## config.mk

```make
export PLATFORM = sky130hd
export DESIGN_NAME = rfxsc_device_flat
export DESIGN_NICKNAME = d
export VERILOG_FILES = /design/src/design/rfxsc_pkg.sv /design/src/design/rfxsc_link_if.sv /design/src/design/rfxsc_device.sv /design/src/flat_wrapper.sv
export VERILOG_INCLUDE_DIRS = /design/src /design/src/design
export SDC_FILE = /design/constraint.sdc
export NUM_CORES = 1
export LEC_CHECK = 0
export ABC_AREA = 1
export BUFFER_PORTS_ARGS = -buffer_cell sky130_fd_sc_hd__buf_2
export CORE_ASPECT_RATIO = 0.8
export CORE_MARGIN = 4
export CORE_UTILIZATION = 45
export DETAILED_ROUTE_END_ITERATION = 8
export GPL_TIMING_DRIVEN = 0
export PLACE_DENSITY = 0.66
export SYNTH_ARGS = -nofsm -noshare
export SYNTH_HDL_FRONTEND = slang
export SYNTH_SLANG_ARGS = --single-unit
```

## constraint.sdc

```tcl
create_clock -name CLOCK -period 4.7 [get_ports CLOCK]
set_input_delay 0.94 -clock CLOCK [delete_from_list [all_inputs] [get_ports CLOCK]]
set_output_delay 0.94 -clock CLOCK [all_outputs]
set_load 0.005 [all_outputs]
```

## src/design/rfxsc_params.svh

```systemverilog
// constants for the rf supply, charge pump and transmit control registers
// assumes a 40 MHz system clock shared by both ends
`ifndef RFXSC_PARAMS_SVH
`define RFXSC_PARAMS_SVH
// link register addresses
`define RFXSC_ADDR_SUPPLY 4'h2
`define RFXSC_ADDR_XMT 4'h3
// supply and pump register fields
`define RFXSC_SUP_SRC_BIT 7
`define RFXSC_SUP_POL_BIT 6
`define RFXSC_SUP_CODE_BIT 5
`define RFXSC_SUP_CPT_HI 4
`define RFXSC_SUP_CPT_LO 3
`define RFXSC_SUP_ANALOG_SUPPLY_SELECT_BIT 2
`define RFXSC_SUP_CAP_BIT 1
`define RFXSC_SUP_PUMP_BIT 0
`define RFXSC_SUP_RESET 8'h04
// transmit control register fields
`define RFXSC_XMT_SEND_BIT 7
`define RFXSC_XMT_ERR_BIT 6
`define RFXSC_XMT_RTS_BIT 5
`define RFXSC_XMT_PWR_HI 4
`define RFXSC_XMT_PWR_LO 0
`define RFXSC_XMT_RESET 8'h00
// charge time: base 30 ms, doubled per field step
`define RFXSC_CLK_KHZ 40000
`define RFXSC_CP_BASE_MS 30
`define RFXSC_CP_BASE_CYCLES (`RFXSC_CP_BASE_MS * `RFXSC_CLK_KHZ)
// apb register offsets of the controller
`define RFXSC_APB_CMD 12'h000
`define RFXSC_APB_STATUS 12'h004
`define RFXSC_APB_IRQ_STATUS 12'h008
`define RFXSC_APB_IRQ_CLEAR 12'h00c
`define RFXSC_APB_IRQ_ENABLE 12'h010
// command word fields
`define RFXSC_CMD_DATA_LO 0
`define RFXSC_CMD_ADDR_LO 8
`define RFXSC_CMD_READ_BIT 16
// interrupt bits
`define RFXSC_IRQ_WR_DONE 0
`define RFXSC_IRQ_RD_DONE 1
`endif

```

## src/design/rfxsc_pkg.sv

```systemverilog
// types shared by the rf control device and its controller
// assumes rfxsc_params.svh for the numbers
package rfxsc_pkg;
  typedef logic [3:0] rfxsc_addr_t;
  typedef logic [7:0] rfxsc_byte_t;
  typedef enum logic [1:0] {
    RFXSC_CP_30MS,
    RFXSC_CP_60MS,
    RFXSC_CP_120MS,
    RFXSC_CP_240MS
  } rfxsc_cpt_t;
  typedef enum {RFXSC_IDLE, RFXSC_WAIT_READ} rfxsc_state_t;
endpackage : rfxsc_pkg

```

## src/design/rfxsc_link_if.sv

```systemverilog
// register link between controller and rf control device
// assumes both ends run on the same clock; writes and reads are one-cycle strobes
`timescale 1ns/1ps
`default_nettype none
interface rfxsc_link_if;
  logic wr;
  logic rd;
  rfxsc_pkg::rfxsc_addr_t addr;
  rfxsc_pkg::rfxsc_byte_t wdata;
  rfxsc_pkg::rfxsc_byte_t rdata;
  logic rvalid;
  modport ctrl (output wr, output rd, output addr, output wdata, input rdata, input rvalid);
  modport dev (input wr, input rd, input addr, input wdata, output rdata, output rvalid);
endinterface : rfxsc_link_if
`default_nettype wire

```

## src/design/rfxsc_device.sv

```systemverilog
// rf supply select, charge pump control and transmit control registers
// assumes link strobes synchronous to CLOCK; event inputs are one-cycle pulses
//
// The APB interface to the registers was decided locally.
`include "rfxsc_params.svh"
`timescale 1ns/1ps
`default_nettype none
module rfxsc_device #(
  parameter logic [23:0] CP_BASE_CYCLES = 24'(`RFXSC_CP_BASE_CYCLES)
) (
  rfxsc_link_if.dev link,
  input wire logic CLOCK,
  input wire logic RSTN,
  input wire logic CHARGE_TIME_EXPIRED,
  input wire logic VOLTAGE_LIMIT_TRIP,
  input wire logic PLL_LOCKED,
  input wire logic TX_DONE,
  input wire logic TX_ERROR,
  input wire logic TX_DATA_DIRECT,
  input wire logic TX_DATA_BUFFER,
  output logic SUPPLY_ANALOG_EN,
  output logic SUPPLY_CAP_EN,
  output logic PUMP_RUN,
  output logic [1:0] CHARGE_TIME_SEL,
  output logic ENC_POLARITY,
  output logic ENC_BIPHASE,
  output logic DATA_SOURCE_BUFFER,
  output logic TX_START,
  output logic TX_BUSY,
  output logic [4:0] PA_LEVEL,
  output logic TX_DATA_OUT
);
  logic analog_supply_select_r;
  logic capacitor_supply_select_r;
  logic charge_pump_enable_r;
  rfxsc_pkg::rfxsc_cpt_t charge_time_field_r;
  logic data_source_select_r;
  logic enc_pol_r;
  logic enc_code_r;
  logic send_r;
  logic transmit_error_flag_r;
  logic ready_to_send_flag_r;
  logic [4:0] amplifier_power_level_r;
  logic [23:0] cp_cnt_r;
  logic [23:0] cp_limit;
  logic cp_timer_done;
  logic sup_wr;
  logic xmt_wr;
  logic start_send;
  logic tx_start_r;
  logic tx_data_r;
  rfxsc_pkg::rfxsc_byte_t rdata_r;
  rfxsc_pkg::rfxsc_byte_t sup_val;
  rfxsc_pkg::rfxsc_byte_t xmt_val;
  logic rvalid_r;

  // address decode
  assign sup_wr = link.wr && (link.addr == `RFXSC_ADDR_SUPPLY);
  assign xmt_wr = link.wr && (link.addr == `RFXSC_ADDR_XMT);
  assign start_send = xmt_wr && link.wdata[`RFXSC_XMT_SEND_BIT];

  // supply select bits
  always_ff @(posedge CLOCK) begin
    if (!RSTN) begin
      analog_supply_select_r <= 1'(`RFXSC_SUP_RESET >> `RFXSC_SUP_ANALOG_SUPPLY_SELECT_BIT);
      capacitor_supply_select_r <= 1'b0;
    end else if (sup_wr) begin
      analog_supply_select_r <= link.wdata[`RFXSC_SUP_ANALOG_SUPPLY_SELECT_BIT];
      capacitor_supply_select_r <= link.wdata[`RFXSC_SUP_CAP_BIT];
    end
  end

  // charge time, encoding and data source settings
  always_ff @(posedge CLOCK) begin
    if (!RSTN) begin
      charge_time_field_r <= rfxsc_pkg::RFXSC_CP_30MS;
      data_source_select_r <= 1'b0;
      enc_pol_r <= 1'b0;
      enc_code_r <= 1'b0;
    end else if (sup_wr) begin
      charge_time_field_r <= rfxsc_pkg::rfxsc_cpt_t'(
        link.wdata[`RFXSC_SUP_CPT_HI:`RFXSC_SUP_CPT_LO]);
      data_source_select_r <= link.wdata[`RFXSC_SUP_SRC_BIT];
      enc_pol_r <= link.wdata[`RFXSC_SUP_POL_BIT];
      enc_code_r <= link.wdata[`RFXSC_SUP_CODE_BIT];
    end
  end

  // charge pump run length: base time doubled per field step
  assign cp_limit = CP_BASE_CYCLES << charge_time_field_r;
  assign cp_timer_done = charge_pump_enable_r && (cp_cnt_r >= cp_limit - 24'h000001);

  always_ff @(posedge CLOCK) begin
    if (!RSTN || !charge_pump_enable_r) begin
      cp_cnt_r <= 24'h000000;
    end else if (!cp_timer_done) begin
      cp_cnt_r <= cp_cnt_r + 24'h000001;
    end
  end

  // charge pump enable: software write wins over hardware stop
  always_ff @(posedge CLOCK) begin
    if (!RSTN) begin
      charge_pump_enable_r <= 1'b0;
    end else if (sup_wr) begin
      charge_pump_enable_r <= link.wdata[`RFXSC_SUP_PUMP_BIT];
    end else if (cp_timer_done || CHARGE_TIME_EXPIRED || VOLTAGE_LIMIT_TRIP) begin
      charge_pump_enable_r <= 1'b0;
    end
  end

  // power level
  always_ff @(posedge CLOCK) begin
    if (!RSTN) begin
      amplifier_power_level_r <= 5'h00;
    end else if (xmt_wr) begin
      amplifier_power_level_r <= link.wdata[`RFXSC_XMT_PWR_HI:`RFXSC_XMT_PWR_LO];
    end
  end

  // send bit: a new start wins over the end of the previous frame
  always_ff @(posedge CLOCK) begin
    if (!RSTN) begin
      send_r <= 1'b0;
      tx_start_r <= 1'b0;
    end else begin
      tx_start_r <= start_send;
      if (start_send) begin
        send_r <= 1'b1;
      end else if (TX_DONE) begin
        send_r <= 1'b0;
      end
    end
  end

  // error flag: a reported error wins over the clear by a start
  always_ff @(posedge CLOCK) begin
    if (!RSTN) begin
      transmit_error_flag_r <= 1'b0;
    end else if (TX_ERROR) begin
      transmit_error_flag_r <= 1'b1;
    end else if (start_send) begin
      transmit_error_flag_r <= 1'b0;
    end
  end

  // ready to send follows the lock indication
  always_ff @(posedge CLOCK) begin
    if (!RSTN) begin
      ready_to_send_flag_r <= 1'b0;
    end else begin
      ready_to_send_flag_r <= PLL_LOCKED;
    end
  end

  // transmit data source
  always_ff @(posedge CLOCK) begin
    if (!RSTN) begin
      tx_data_r <= 1'b0;
    end else begin
      tx_data_r <= data_source_select_r ? TX_DATA_BUFFER : TX_DATA_DIRECT;
    end
  end

  // read back
  assign sup_val = {data_source_select_r, enc_pol_r, enc_code_r, charge_time_field_r,
    analog_supply_select_r, capacitor_supply_select_r, charge_pump_enable_r};
  assign xmt_val = {send_r, transmit_error_flag_r, ready_to_send_flag_r,
    amplifier_power_level_r};

  always_ff @(posedge CLOCK) begin
    if (!RSTN) begin
      rdata_r <= 8'h00;
      rvalid_r <= 1'b0;
    end else begin
      rvalid_r <= link.rd;
      if (link.rd) begin
        if (link.addr == `RFXSC_ADDR_SUPPLY) begin
          rdata_r <= sup_val;
        end else if (link.addr == `RFXSC_ADDR_XMT) begin
          rdata_r <= xmt_val;
        end else begin
          rdata_r <= 8'h00;
        end
      end
    end
  end

  assign link.rdata = rdata_r;
  assign link.rvalid = rvalid_r;

  // outputs
  assign SUPPLY_ANALOG_EN = analog_supply_select_r;
  assign SUPPLY_CAP_EN = capacitor_supply_select_r;
  assign PUMP_RUN = charge_pump_enable_r;
  assign CHARGE_TIME_SEL = charge_time_field_r;
  assign ENC_POLARITY = enc_pol_r;
  assign ENC_BIPHASE = enc_code_r;
  assign DATA_SOURCE_BUFFER = data_source_select_r;
  assign TX_START = tx_start_r;
  assign TX_BUSY = send_r;
  assign PA_LEVEL = amplifier_power_level_r;
  assign TX_DATA_OUT = tx_data_r;
endmodule : rfxsc_device
`default_nettype wire

```

## src/flat_wrapper.sv

```systemverilog
// flat-port wrapper written by rule: the top's interface ports become plain ports
module rfxsc_device_flat 
#(
  parameter logic [23:0] CP_BASE_CYCLES = 24'(`RFXSC_CP_BASE_CYCLES)
)
  (CLOCK, RSTN, CHARGE_TIME_EXPIRED, VOLTAGE_LIMIT_TRIP, PLL_LOCKED, TX_DONE, TX_ERROR, TX_DATA_DIRECT, TX_DATA_BUFFER, SUPPLY_ANALOG_EN, SUPPLY_CAP_EN, PUMP_RUN, CHARGE_TIME_SEL, ENC_POLARITY, ENC_BIPHASE, DATA_SOURCE_BUFFER, TX_START, TX_BUSY, PA_LEVEL, TX_DATA_OUT, link_wr, link_rd, link_addr, link_wdata, link_rdata, link_rvalid);
  rfxsc_link_if link_i ();
  input wire logic CLOCK;
  input wire logic RSTN;
  input wire logic CHARGE_TIME_EXPIRED;
  input wire logic VOLTAGE_LIMIT_TRIP;
  input wire logic PLL_LOCKED;
  input wire logic TX_DONE;
  input wire logic TX_ERROR;
  input wire logic TX_DATA_DIRECT;
  input wire logic TX_DATA_BUFFER;
  output logic SUPPLY_ANALOG_EN;
  output logic SUPPLY_CAP_EN;
  output logic PUMP_RUN;
  output logic [1:0] CHARGE_TIME_SEL;
  output logic ENC_POLARITY;
  output logic ENC_BIPHASE;
  output logic DATA_SOURCE_BUFFER;
  output logic TX_START;
  output logic TX_BUSY;
  output logic [4:0] PA_LEVEL;
  output logic TX_DATA_OUT;
  input wire logic [$bits(link_i.wr)-1:0] link_wr;
  input wire logic [$bits(link_i.rd)-1:0] link_rd;
  input wire logic [$bits(link_i.addr)-1:0] link_addr;
  input wire logic [$bits(link_i.wdata)-1:0] link_wdata;
  output wire logic [$bits(link_i.rdata)-1:0] link_rdata;
  output wire logic [$bits(link_i.rvalid)-1:0] link_rvalid;
  assign link_i.wr = link_wr;
  assign link_i.rd = link_rd;
  assign link_i.addr = link_addr;
  assign link_i.wdata = link_wdata;
  assign link_rdata = link_i.rdata;
  assign link_rvalid = link_i.rvalid;
  rfxsc_device #(.CP_BASE_CYCLES(CP_BASE_CYCLES)) u_core (.link(link_i), .CLOCK(CLOCK), .RSTN(RSTN), .CHARGE_TIME_EXPIRED(CHARGE_TIME_EXPIRED), .VOLTAGE_LIMIT_TRIP(VOLTAGE_LIMIT_TRIP), .PLL_LOCKED(PLL_LOCKED), .TX_DONE(TX_DONE), .TX_ERROR(TX_ERROR), .TX_DATA_DIRECT(TX_DATA_DIRECT), .TX_DATA_BUFFER(TX_DATA_BUFFER), .SUPPLY_ANALOG_EN(SUPPLY_ANALOG_EN), .SUPPLY_CAP_EN(SUPPLY_CAP_EN), .PUMP_RUN(PUMP_RUN), .CHARGE_TIME_SEL(CHARGE_TIME_SEL), .ENC_POLARITY(ENC_POLARITY), .ENC_BIPHASE(ENC_BIPHASE), .DATA_SOURCE_BUFFER(DATA_SOURCE_BUFFER), .TX_START(TX_START), .TX_BUSY(TX_BUSY), .PA_LEVEL(PA_LEVEL), .TX_DATA_OUT(TX_DATA_OUT));
endmodule
```

Word-level counts from Yosys, hierarchy flattened
Cells that the tools add are included.
{ "word_totals": {"inputBits": 23, "elab_cells": 43, "ff_bits": 51} }
{ "op_classes": {"shift": 1, "mux": 9, "n_reduce_logical": 12, "n_eq_ne": 2, "order_cmp": 1, "n_addsub": 2} }
{ "op_table": {"columns": ["cell", "n"], "rows": [
  ["adder 24 x 1 -> 24 bit (second input constant)", 1],
  ["greater-or-equal comparator 24 bit", 1],
  ["left shift 21 x 2 -> 24 bit (first input constant)", 1],
  ["subtractor 24 x 1 -> 24 bit (second input constant)", 1],
  ["two-way mux 8 bit", 2],
  ["equality test 4 x 2 -> 1 bit (second input constant)", 2],
  ["two-way mux 1 bit", 7],
  ["nonzero test 2 bit", 3],
  ["logical AND 1 bit", 4],
  ["logical OR 1 bit", 3],
  ["zero test 1 bit", 2]
]} }

Longest topological paths before layout
Gate-level depths: netlist of run 1.
{ "depth": {"depth_word": 8, "ltp_mapped": 15, "depth_no_buf": 14} }

Worst setup path after synthesis of run 1
OpenSTA, ideal clock, no wires.
{ "synth_timing": {"kind": "reg2reg", "start": "register u_core.charge_time_field_r[0], in the netlist u_core.CHARGE_TIME_SEL[0]", "end": "register u_core.cp_cnt_r[13]", "stages_incl_launch_ff": 14, "path_buffers": 1, "slack_ps": 2554, "arrival_time_ps": 2075, "t_required_ps": 4630, "path_cell_list": "dfxtp_1 inv_1 ha_1 ha_1 nand2_1 nand2_1 nand2_1 nand2_1 a21oi_1 nand3_4 nand2_4 buf_6 nand2_1 a21oi_1"} }
{ "synth_between": {"elab_chain_cells": 4} }
{ "synth_rtl": {"columns": ["element", "line", "text"], "rows": [
  ["from (decl)", "rfxsc_device.sv:36", "rfxsc_pkg::rfxsc_cpt_t charge_time_field_r;"],
  ["from (signal assigned)", "rfxsc_device.sv:76", "charge_time_field_r <= rfxsc_pkg::RFXSC_CP_30MS;"],
  ["from (signal assigned)", "rfxsc_device.sv:81", "charge_time_field_r <= rfxsc_pkg::rfxsc_cpt_t'("],
  ["left shift 21 x 2 -> 24 bit", "rfxsc_device.sv:90", "assign cp_limit = CP_BASE_CYCLES << charge_time_field_r;"],
  ["subtractor 24 x 1 -> 24 bit", "rfxsc_device.sv:91", "assign cp_timer_done = charge_pump_enable_r && (cp_cnt_r >= cp_limit - 24'h000001);"],
  ["greater-or-equal comparator 24 bit", "rfxsc_device.sv:91", null],
  ["logical AND 1 bit", "rfxsc_device.sv:91", null],
  ["to (signal assigned)", "rfxsc_device.sv:97", "cp_cnt_r <= cp_cnt_r + 24'h000001;"],
  ["to (decl)", "rfxsc_device.sv:44", "logic [23:0] cp_cnt_r;"]
]} }
No other way between the ends.
A chain may end at the register's enable or synchronous reset.

Final worst setup path of run 1
Ends and elaborated chain as after synthesis.

==> results of run 1 <==
==> through the flow <==
step	total power, mW	instances	hold slack (ns)
2_1_floorplan	0.477	434	0.455
5_1_grt	0.770	573	0.502
6_report	0.740	573	0.468
4_1_cts	0.745	573	0.471
3_5_place_dp	0.502	565	0.454
3_3_place_gp	0.501	565	0.453
==> flip-flops by register name (all words and copies together) (netlist names), 2 cells and up <==
name and cells:
u_core.link.rdata 8, u_core.cp_cnt_r 24, u_core.CHARGE_TIME_SEL 2, u_core.PA_LEVEL 5
==> layout make-up <==
type	count	share of cell area
Clock buffer	6	0.0209
Inverter	53	0.0572
Sequential cell	51	0.293
Buffer	13	0.0259
Clock inverter	2	0.00360
Timing Repair Buffer	47	0.0676
Tap cell	84	0.0302
Multi-Input combinational cell	317	0.501
==> metal layers <==
layer	vias to the layer above	GRT usage	part of all wire
met5	-	0	0
met2	45	0.271	0.43
li1	1517	-	-
met1	1299	0.278	0.53
met4	0	0.0471	0.011
met3	6	0.0289	0.029
==> layout by cell type, fill, tap and decap left out, types with 2 or more instances in the layout <==
cell type  synthesis  layout
a21o_1             2       2
a21oi_1           41      41
buf_2              3      50
buf_6              2       2
buf_8              2       2
clkbuf_1           6       7
clkbuf_8           0       5
dfxtp_1           51      51
ha_1              24      24
inv_1             52      52
nand2_1          109     109
nand2_2            3       3
nand3_1           31      31
nand3b_1           7       7
nand4_1            7       7
nor2_1            41      41
nor3_1             4       4
o21ai_0           18      18
o221ai_1           8       8
xnor2_1            6       6
xor2_1            10      10
==> cells by family (layout without fill, tap and decap cells) <==
family	Yosys count	after routing	synth area share
adder cells (fa/ha/maj)	24	24	0.0983
XOR/XNOR	16	16	0.0459
AO/OA/AOI/OAI	70	70	0.127
buffers and inverters	66	121	0.0946
flip-flops	51	51	0.334
AND/OR/NAND/NOR	207	207	0.300
==> how the worst max path moves through the flow <==
stage	depth (start not counted)	start	endpoint
after floorplan	13	u_core.CHARGE_TIME_SEL[0]	u_core.cp_cnt_r[13]
after global placement	8	link_addr[3]	u_core.CHARGE_TIME_SEL[0]
after detailed placement	8	link_addr[3]	u_core.CHARGE_TIME_SEL[0]
after CTS	13	u_core.CHARGE_TIME_SEL[0]	u_core.cp_cnt_r[13]
after global routing	13	u_core.CHARGE_TIME_SEL[0]	u_core.cp_cnt_r[13]
final	13	u_core.CHARGE_TIME_SEL[0]	u_core.cp_cnt_r[13]
==> power by group <==
group / internal (mW) / switching [mW]
Clock: 0.104 / 0.143
Sequential: 0.440 / 0.00425
Combinational: 0.0206 / 0.0276
==> worst max-delay path, stage by stage (launching register included) <==
cell and delay (ns):
dfxtp_1 0.43, inv_1 0.15, ha_1 0.37, ha_1 0.31, nand2_1 0.06, nand2_1 0.05, nand2_1 0.05, nand2_1 0.05
a21oi_1 0.22, nand3_4 0.20, nand2_4 0.15, buf_6 0.15, nand2_1 0.05, a21oi_1 0.13
==> impl_metrics.csv, run 1 <==
group,metric,value,unit
global_route,grt_max_degree,16,
power_and_ir_drop,p_leak,1.58,nW
logic_synthesis,synth_edf_count,0,
clock_tree,hold_buffers,0,
worst_setup_path,cp.required,4.93,ns
sta,drv_slew,0,
logic_synthesis,yosys.area.top_type,"dfxtp_1",
power_and_ir_drop,ir_worst_vdd,0.207,mV
final_layout,multi_input_area,1740,µm²
sta,fmax,410,MHz
sta,tightest_slew,0.484,ns
global_route,antenna_found_initial,0,
drt,viasPerCell,5.00,
logic_synthesis,synth_top_area_share,0.334,
min_path,hp-class,"reg -> reg",
worst_setup_path,reg2reg_slack,2.26,ns
global_route,grt_usage,0.184,
logic_synthesis,synth.most_common_cell,"nand2_1",
worst_setup_path,r2r-end,"u_core.cp_cnt_r[13]",
sta,hold_viol,0,
final_layout,syn_to_final_growth,13.9,%
min_path,hold_end,"u_core.PA_LEVEL[2]",
clock_tree,clock_path_buffers,2,
sta,period_needed,2.44,ns
clock_tree,postCtsSetupBuffers,0,
worst_setup_path,cp_max_fo,10,
final_layout,final_util,0.537,
min_path,min_path_cells,2,
drt,dr.pass1.iters,4,
drt,drc,0,
placement,port-buffer-count,47,
outcome,outcome,"finished, final reports clean",
worst_setup_path,worstPathArrival,2.66,ns
min_path,min_from,"u_core.PA_LEVEL[2]",
logic_synthesis,synth_top_cells_by_area,"dfxtp_1, nand2_1, ha_1, a21oi_1, inv_1",
drt,wl,7500,µm
worst_setup_path,rr_worst_depth,13,
drt,wl_per_cell,13.1,µm
logic_synthesis,ys_seq_area_frac,0.334,
logic_synthesis,ys.flop_type,"dfxtp_1",
worst_setup_path,crit_type,"reg -> reg",
sta,fin_ws,2.26,ns
final_layout,fin_area,3480,µm²
final_layout,num-nets-final,535,
worst_setup_path,endpoint_kind,"register",
sta,max_slew_margin,0.677,
clock_tree,path_clk_slew,0.09,ns
clock_tree,cts.sinks,51,
floorplanning,row_count,26,
logic_synthesis,ys_ff_latch,51,
drt,drt_iter0_drc,119,
final_layout,fillerInstances,650,
logic_synthesis,async_reset_ff_frac,0,
drt,vias,2867,
logic_synthesis,synthCells,434,
floorplanning,ios,48,
placement,dp_hpwl,5960,µm
final_layout,drive_gt1_frac,0.141,
worst_setup_path,start_kind,"register",
sta,setup_viol,0,
logic_synthesis,synthDistinctLibCells,27,
placement,globalplace.congestion,0.897,
clock_tree,clk_latency,0.30,ns
clock_tree,ctsHtreeMaxLevel,2,
drt,drtAntennaViolNets,0,
logic_synthesis,yosysWarnings,0,
final_layout,num_antenna_cells,0,
logic_synthesis,synthTopCellsByCount,"nand2_1, inv_1, dfxtp_1, a21oi_1, nor2_1",
logic_synthesis,synth.avg_cell_area,7.04,µm²
sta,tns,0,ns
global_route,first_global_vias,2527,
flow_run,maxCapViolCount,0,
logic_synthesis,synth_area,3050,µm²
placement,dpl-instance-area,3390,µm²
clock_tree,cts_buffers,5,
floorplanning,fp.coreArea,6470,µm²
power_and_ir_drop,powerDensity,213,nW/µm²
floorplanning,die_w,100,µm
sta,period_share,0.519,
final_layout,sequential_cell_area,1020,µm²
floorplanning,dieArea,8180,µm²
floorplanning,start_util,0.472,
global_route,grt_overflow_total,0,
clock_tree,clockRootBuffer,"clkbuf_8",
floorplanning,die_h,81.7,µm
global_route,grt_pass1_wl,12100,µm
sta,rsz0062_at_grt,"false",
clock_tree,tritoncts,"yes",
logic_synthesis,synth_nets,481,
clock_tree,cts_resized,0,
sta,fin_skew,0.00836,ns
placement,place_ws,2.19,ns
worst_setup_path,worstReg2RegStart,"u_core.CHARGE_TIME_SEL[0]",
Power figures use the tool's default switching activity.
==> run 2: changes to the inputs <==
ABC_AREA = 0   (was 1)
PLACE_DENSITY = 0.69   (was 0.66)
clock period = 2.2 ns   (was 4.7 ns; I/O delays follow)
==> run 2 against run 1 <==
  * The flow now finishes with violations (negative setup slack)
  * Critical path type unchanged
  * Final cell count shrank 17%
  * Wire length grew 7.1%
  * Core utilization grew 10 points
  * Global-route usage grew 2.5 points
  * Cell area grew 11%
  * Largest power group unchanged
==> impl_metrics.csv, run 2 <==
group,metric,value,unit
outcome,outcome,"complete, but fails checks",
outcome,violations,"negative setup slack",
final_layout,regMostFlops,"u_core.cp_cnt_r",
floorplanning,fp.coreArea,6070,µm²
global_route,grt_overflow_total,0,
clock_tree,clk_latency,0.31,ns
power_and_ir_drop,combPwrFrac,0.051,
global_route,grt_max_degree,17,
placement,place_ws,-0.397,ns
drt,drt_iter0_drc,158,
logic_synthesis,synth.avg_cell_area,8.99,µm²
sta,max_slew_margin,0.578,
clock_tree,ctsHtreeMaxLevel,2,
final_layout,num-nets-final,443,
floorplanning,dieArea,7760,µm²
worst_setup_path,worstPathCellList,"inv_6, ha_4, ha_4, nand4_1, nor3_4, buf_6, a21oi_4, nand3_4, buf_12, or4_4, a21oi_1",
final_layout,final_util,0.638,
sta,period_needed,2.48,ns
clock_tree,clock_path_buffers,2,
global_route,first_global_vias,2560,
logic_synthesis,yosys.area.top_type,"dfxtp_1",
flow_run,maxCapViolCount,0,
clock_tree,cts_buffers,5,
final_layout,largest_reg_flops,24,
drt,wl_per_cell,16.8,µm
logic_synthesis,synthCells,321,
logic_synthesis,synth_edf_count,0,
sta,period_share,1.13,
sta,rsz0062_at_grt,"true",
global_route,grt_pass1_wl,13000,µm
clock_tree,cts.sinks,51,
worst_setup_path,endpoint_kind,"register",
sta,drv_slew,0,
sta,fin_skew,0.00542,ns
floorplanning,die_h,79.6,µm
clock_tree,clockRootBuffer,"clkbuf_8",
sta,setup_viol,25,
clock_tree,path_clk_slew,0.09,ns
global_route,antenna_found_initial,0,
logic_synthesis,synth_nets,368,
worst_setup_path,crit_type,"reg -> reg",
power_and_ir_drop,powerDensity,469,nW/µm²
logic_synthesis,synth_area,2890,µm²
drt,wl,8030,µm
sta,tightest_slew,0.628,ns
worst_setup_path,cp_max_fo,7,
worst_setup_path,cp_top_family,"simple AND/OR/NAND/NOR gates",
worst_setup_path,worstPathArrival,2.72,ns
logic_synthesis,ys_seq_area_frac,0.354,
final_layout,drive_gt1_frac,0.338,
power_and_ir_drop,p_leak,1.41,nW
sta,hold_viol,0,
final_layout,layout_commonest_cell,"dfxtp_1",
logic_synthesis,ys.flop_type,"dfxtp_1",
worst_setup_path,critPathBufInv,3,
drt,vias,2649,
logic_synthesis,synth_top_area_share,0.354,
logic_synthesis,async_reset_ff_frac,0,
worst_setup_path,slowest_delay,0.47,ns
floorplanning,start_util,0.475,
floorplanning,row_count,25,
drt,dr.pass1.iters,4,
final_layout,final_cell_mix,"dfxtp_1, buf_2, nand2_1, a21oi_1, nand3_1",
power_and_ir_drop,ir_worst_vdd,0.329,mV
floorplanning,ios,48,
clock_tree,tritoncts,"yes",
power_and_ir_drop,seqPwrFrac,0.515,
power_and_ir_drop,p_switching,386,µW
drt,drc,0,
worst_setup_path,cpMostUsedCell,"ha_4",
final_layout,num_antenna_cells,0,
logic_synthesis,synth.most_common_cell,"dfxtp_1",
final_layout,fillerInstances,529,
worst_setup_path,cp.required,2.44,ns
min_path,hp-class,"in -> reg",
logic_synthesis,synthDistinctLibCells,47,
sta,fmax,403,MHz
drt,viasPerCell,5.54,
logic_synthesis,synthTopCellsByCount,"dfxtp_1, nand2_1, a21oi_1, ha_1, nand3_1",
power_and_ir_drop,power,1.81,mW
worst_setup_path,slowest_stage,"or4_4",
floorplanning,die_w,97.5,µm
final_layout,finalNonFillerCells,478,
power_and_ir_drop,swShare,0.213,
sta,fin_ws,-0.283,ns
power_and_ir_drop,intPower,1.43,mW
logic_synthesis,synth_top_cells_by_area,"dfxtp_1, ha_1, mux2i_1, a21oi_1, nand2_1",
logic_synthesis,ys_ff_latch,51,
placement,dp_hpwl,5420,µm
global_route,grt_usage,0.209,
placement,port-buffer-count,47,
placement,dp.cells,449,
power_and_ir_drop,clock_power_share,0.434,
logic_synthesis,yosysWarnings,0,
worst_setup_path,start_kind,"register",
placement,globalplace.congestion,0.845,
drt,drtAntennaViolNets,0,
final_layout,syn_to_final_growth,34.1,%
## run 2: cell count changes after synthesis, moves of 11 or more
cell | previous run | this run
nand3_1 | 31 | 18
nor2_1 | 41 | 7
nand2b_1 | 0 | 11
a21oi_1 | 41 | 25
nor2b_1 | 0 | 13
mux2i_1 | 0 | 14
nand2_1 | 109 | 30
inv_1 | 52 | 12
## run 2: timing repair
item,4_1_cts,5_1_grt
gates cloned,1,1
buffers inserted,14,5
gates resized for setup,27,22
endpoints found under the setup margin,23,25
pin swaps,35,14
hold endpoints to repair,0,0
hold buffers,0,0
## run 2: through the flow
stage	hold slack, ns	setup TNS [ns]	instance area, µm²
global placement	0.462	-4.91	3330
finish	0.327	-4.84	3870
floorplan	0.453	-0.613	2990
detailed placement	0.469	-5.73	3330
global route	0.341	-7.48	3870
CTS	0.317	-5.19	3720
## run 2: logic make-up after synthesis
kind of cell               after synthesis  synth area share
buffers and inverters                   25            0.0429
xor gates and xnor gates                 2           0.00607
and+or+nand+nor                        131             0.271
adders and majority gates               24             0.104
AOI/OAI and AO/OA                       69             0.154
muxes                                   19            0.0681
DFF                                     51             0.354
## run 2: area by class of cell
| type | instances | area [µm²] | area share |
|---|---|---|---|
| multi-input combinational | 246 | 1980 | 0.512 |
| clock inverter | 3 | 67.6 | 0.0175 |
| tap | 81 | 101 | 0.0262 |
| clock buffer | 5 | 68.8 | 0.0178 |
| timing repair buffer | 67 | 478 | 0.124 |
| sequential | 51 | 1030 | 0.266 |
| buffer | 12 | 82.6 | 0.0213 |
| inverter | 13 | 61.3 | 0.0158 |
## run 2: power groups by stage
stage / Combinational, mW / Sequential, mW / Clock [mW]
2_1_floorplan: 0.0466 / 0.955 / 0
3_3_place_gp: 0.0882 / 0.955 / 0
3_5_place_dp: 0.0893 / 0.955 / 0
4_1_cts: 0.0905 / 0.934 / 0.799
5_1_grt: 0.101 / 0.935 / 0.839
6_report: 0.0918 / 0.934 / 0.788
## run 2: worst paths after layout
| kind | start | endpoint | slack [ns] | cells past startpoint |
|---|---|---|---|---|
| min | PLL_LOCKED | u_core.ready_to_send_flag_r | 0.33 | 2 |
| max reg2reg | u_core.CHARGE_TIME_SEL[0] | u_core.cp_cnt_r[12] | -0.28 | 11 |
| min reg2reg | u_core.link.rdata[0] | u_core.link.rdata[0] | 0.48 | 2 |
| max | u_core.CHARGE_TIME_SEL[0] | u_core.cp_cnt_r[12] | -0.28 | 11 |
## run 2: routing by layer
layer | vias up | share of wire | track usage
li1 | 1321 | - | -
met1 | 1243 | 0.47 | 0.294
met2 | 76 | 0.45 | 0.330
met3 | 9 | 0.064 | 0.0393
met4 | 0 | 0.011 | 0.0498
met5 | - | 0 | 0
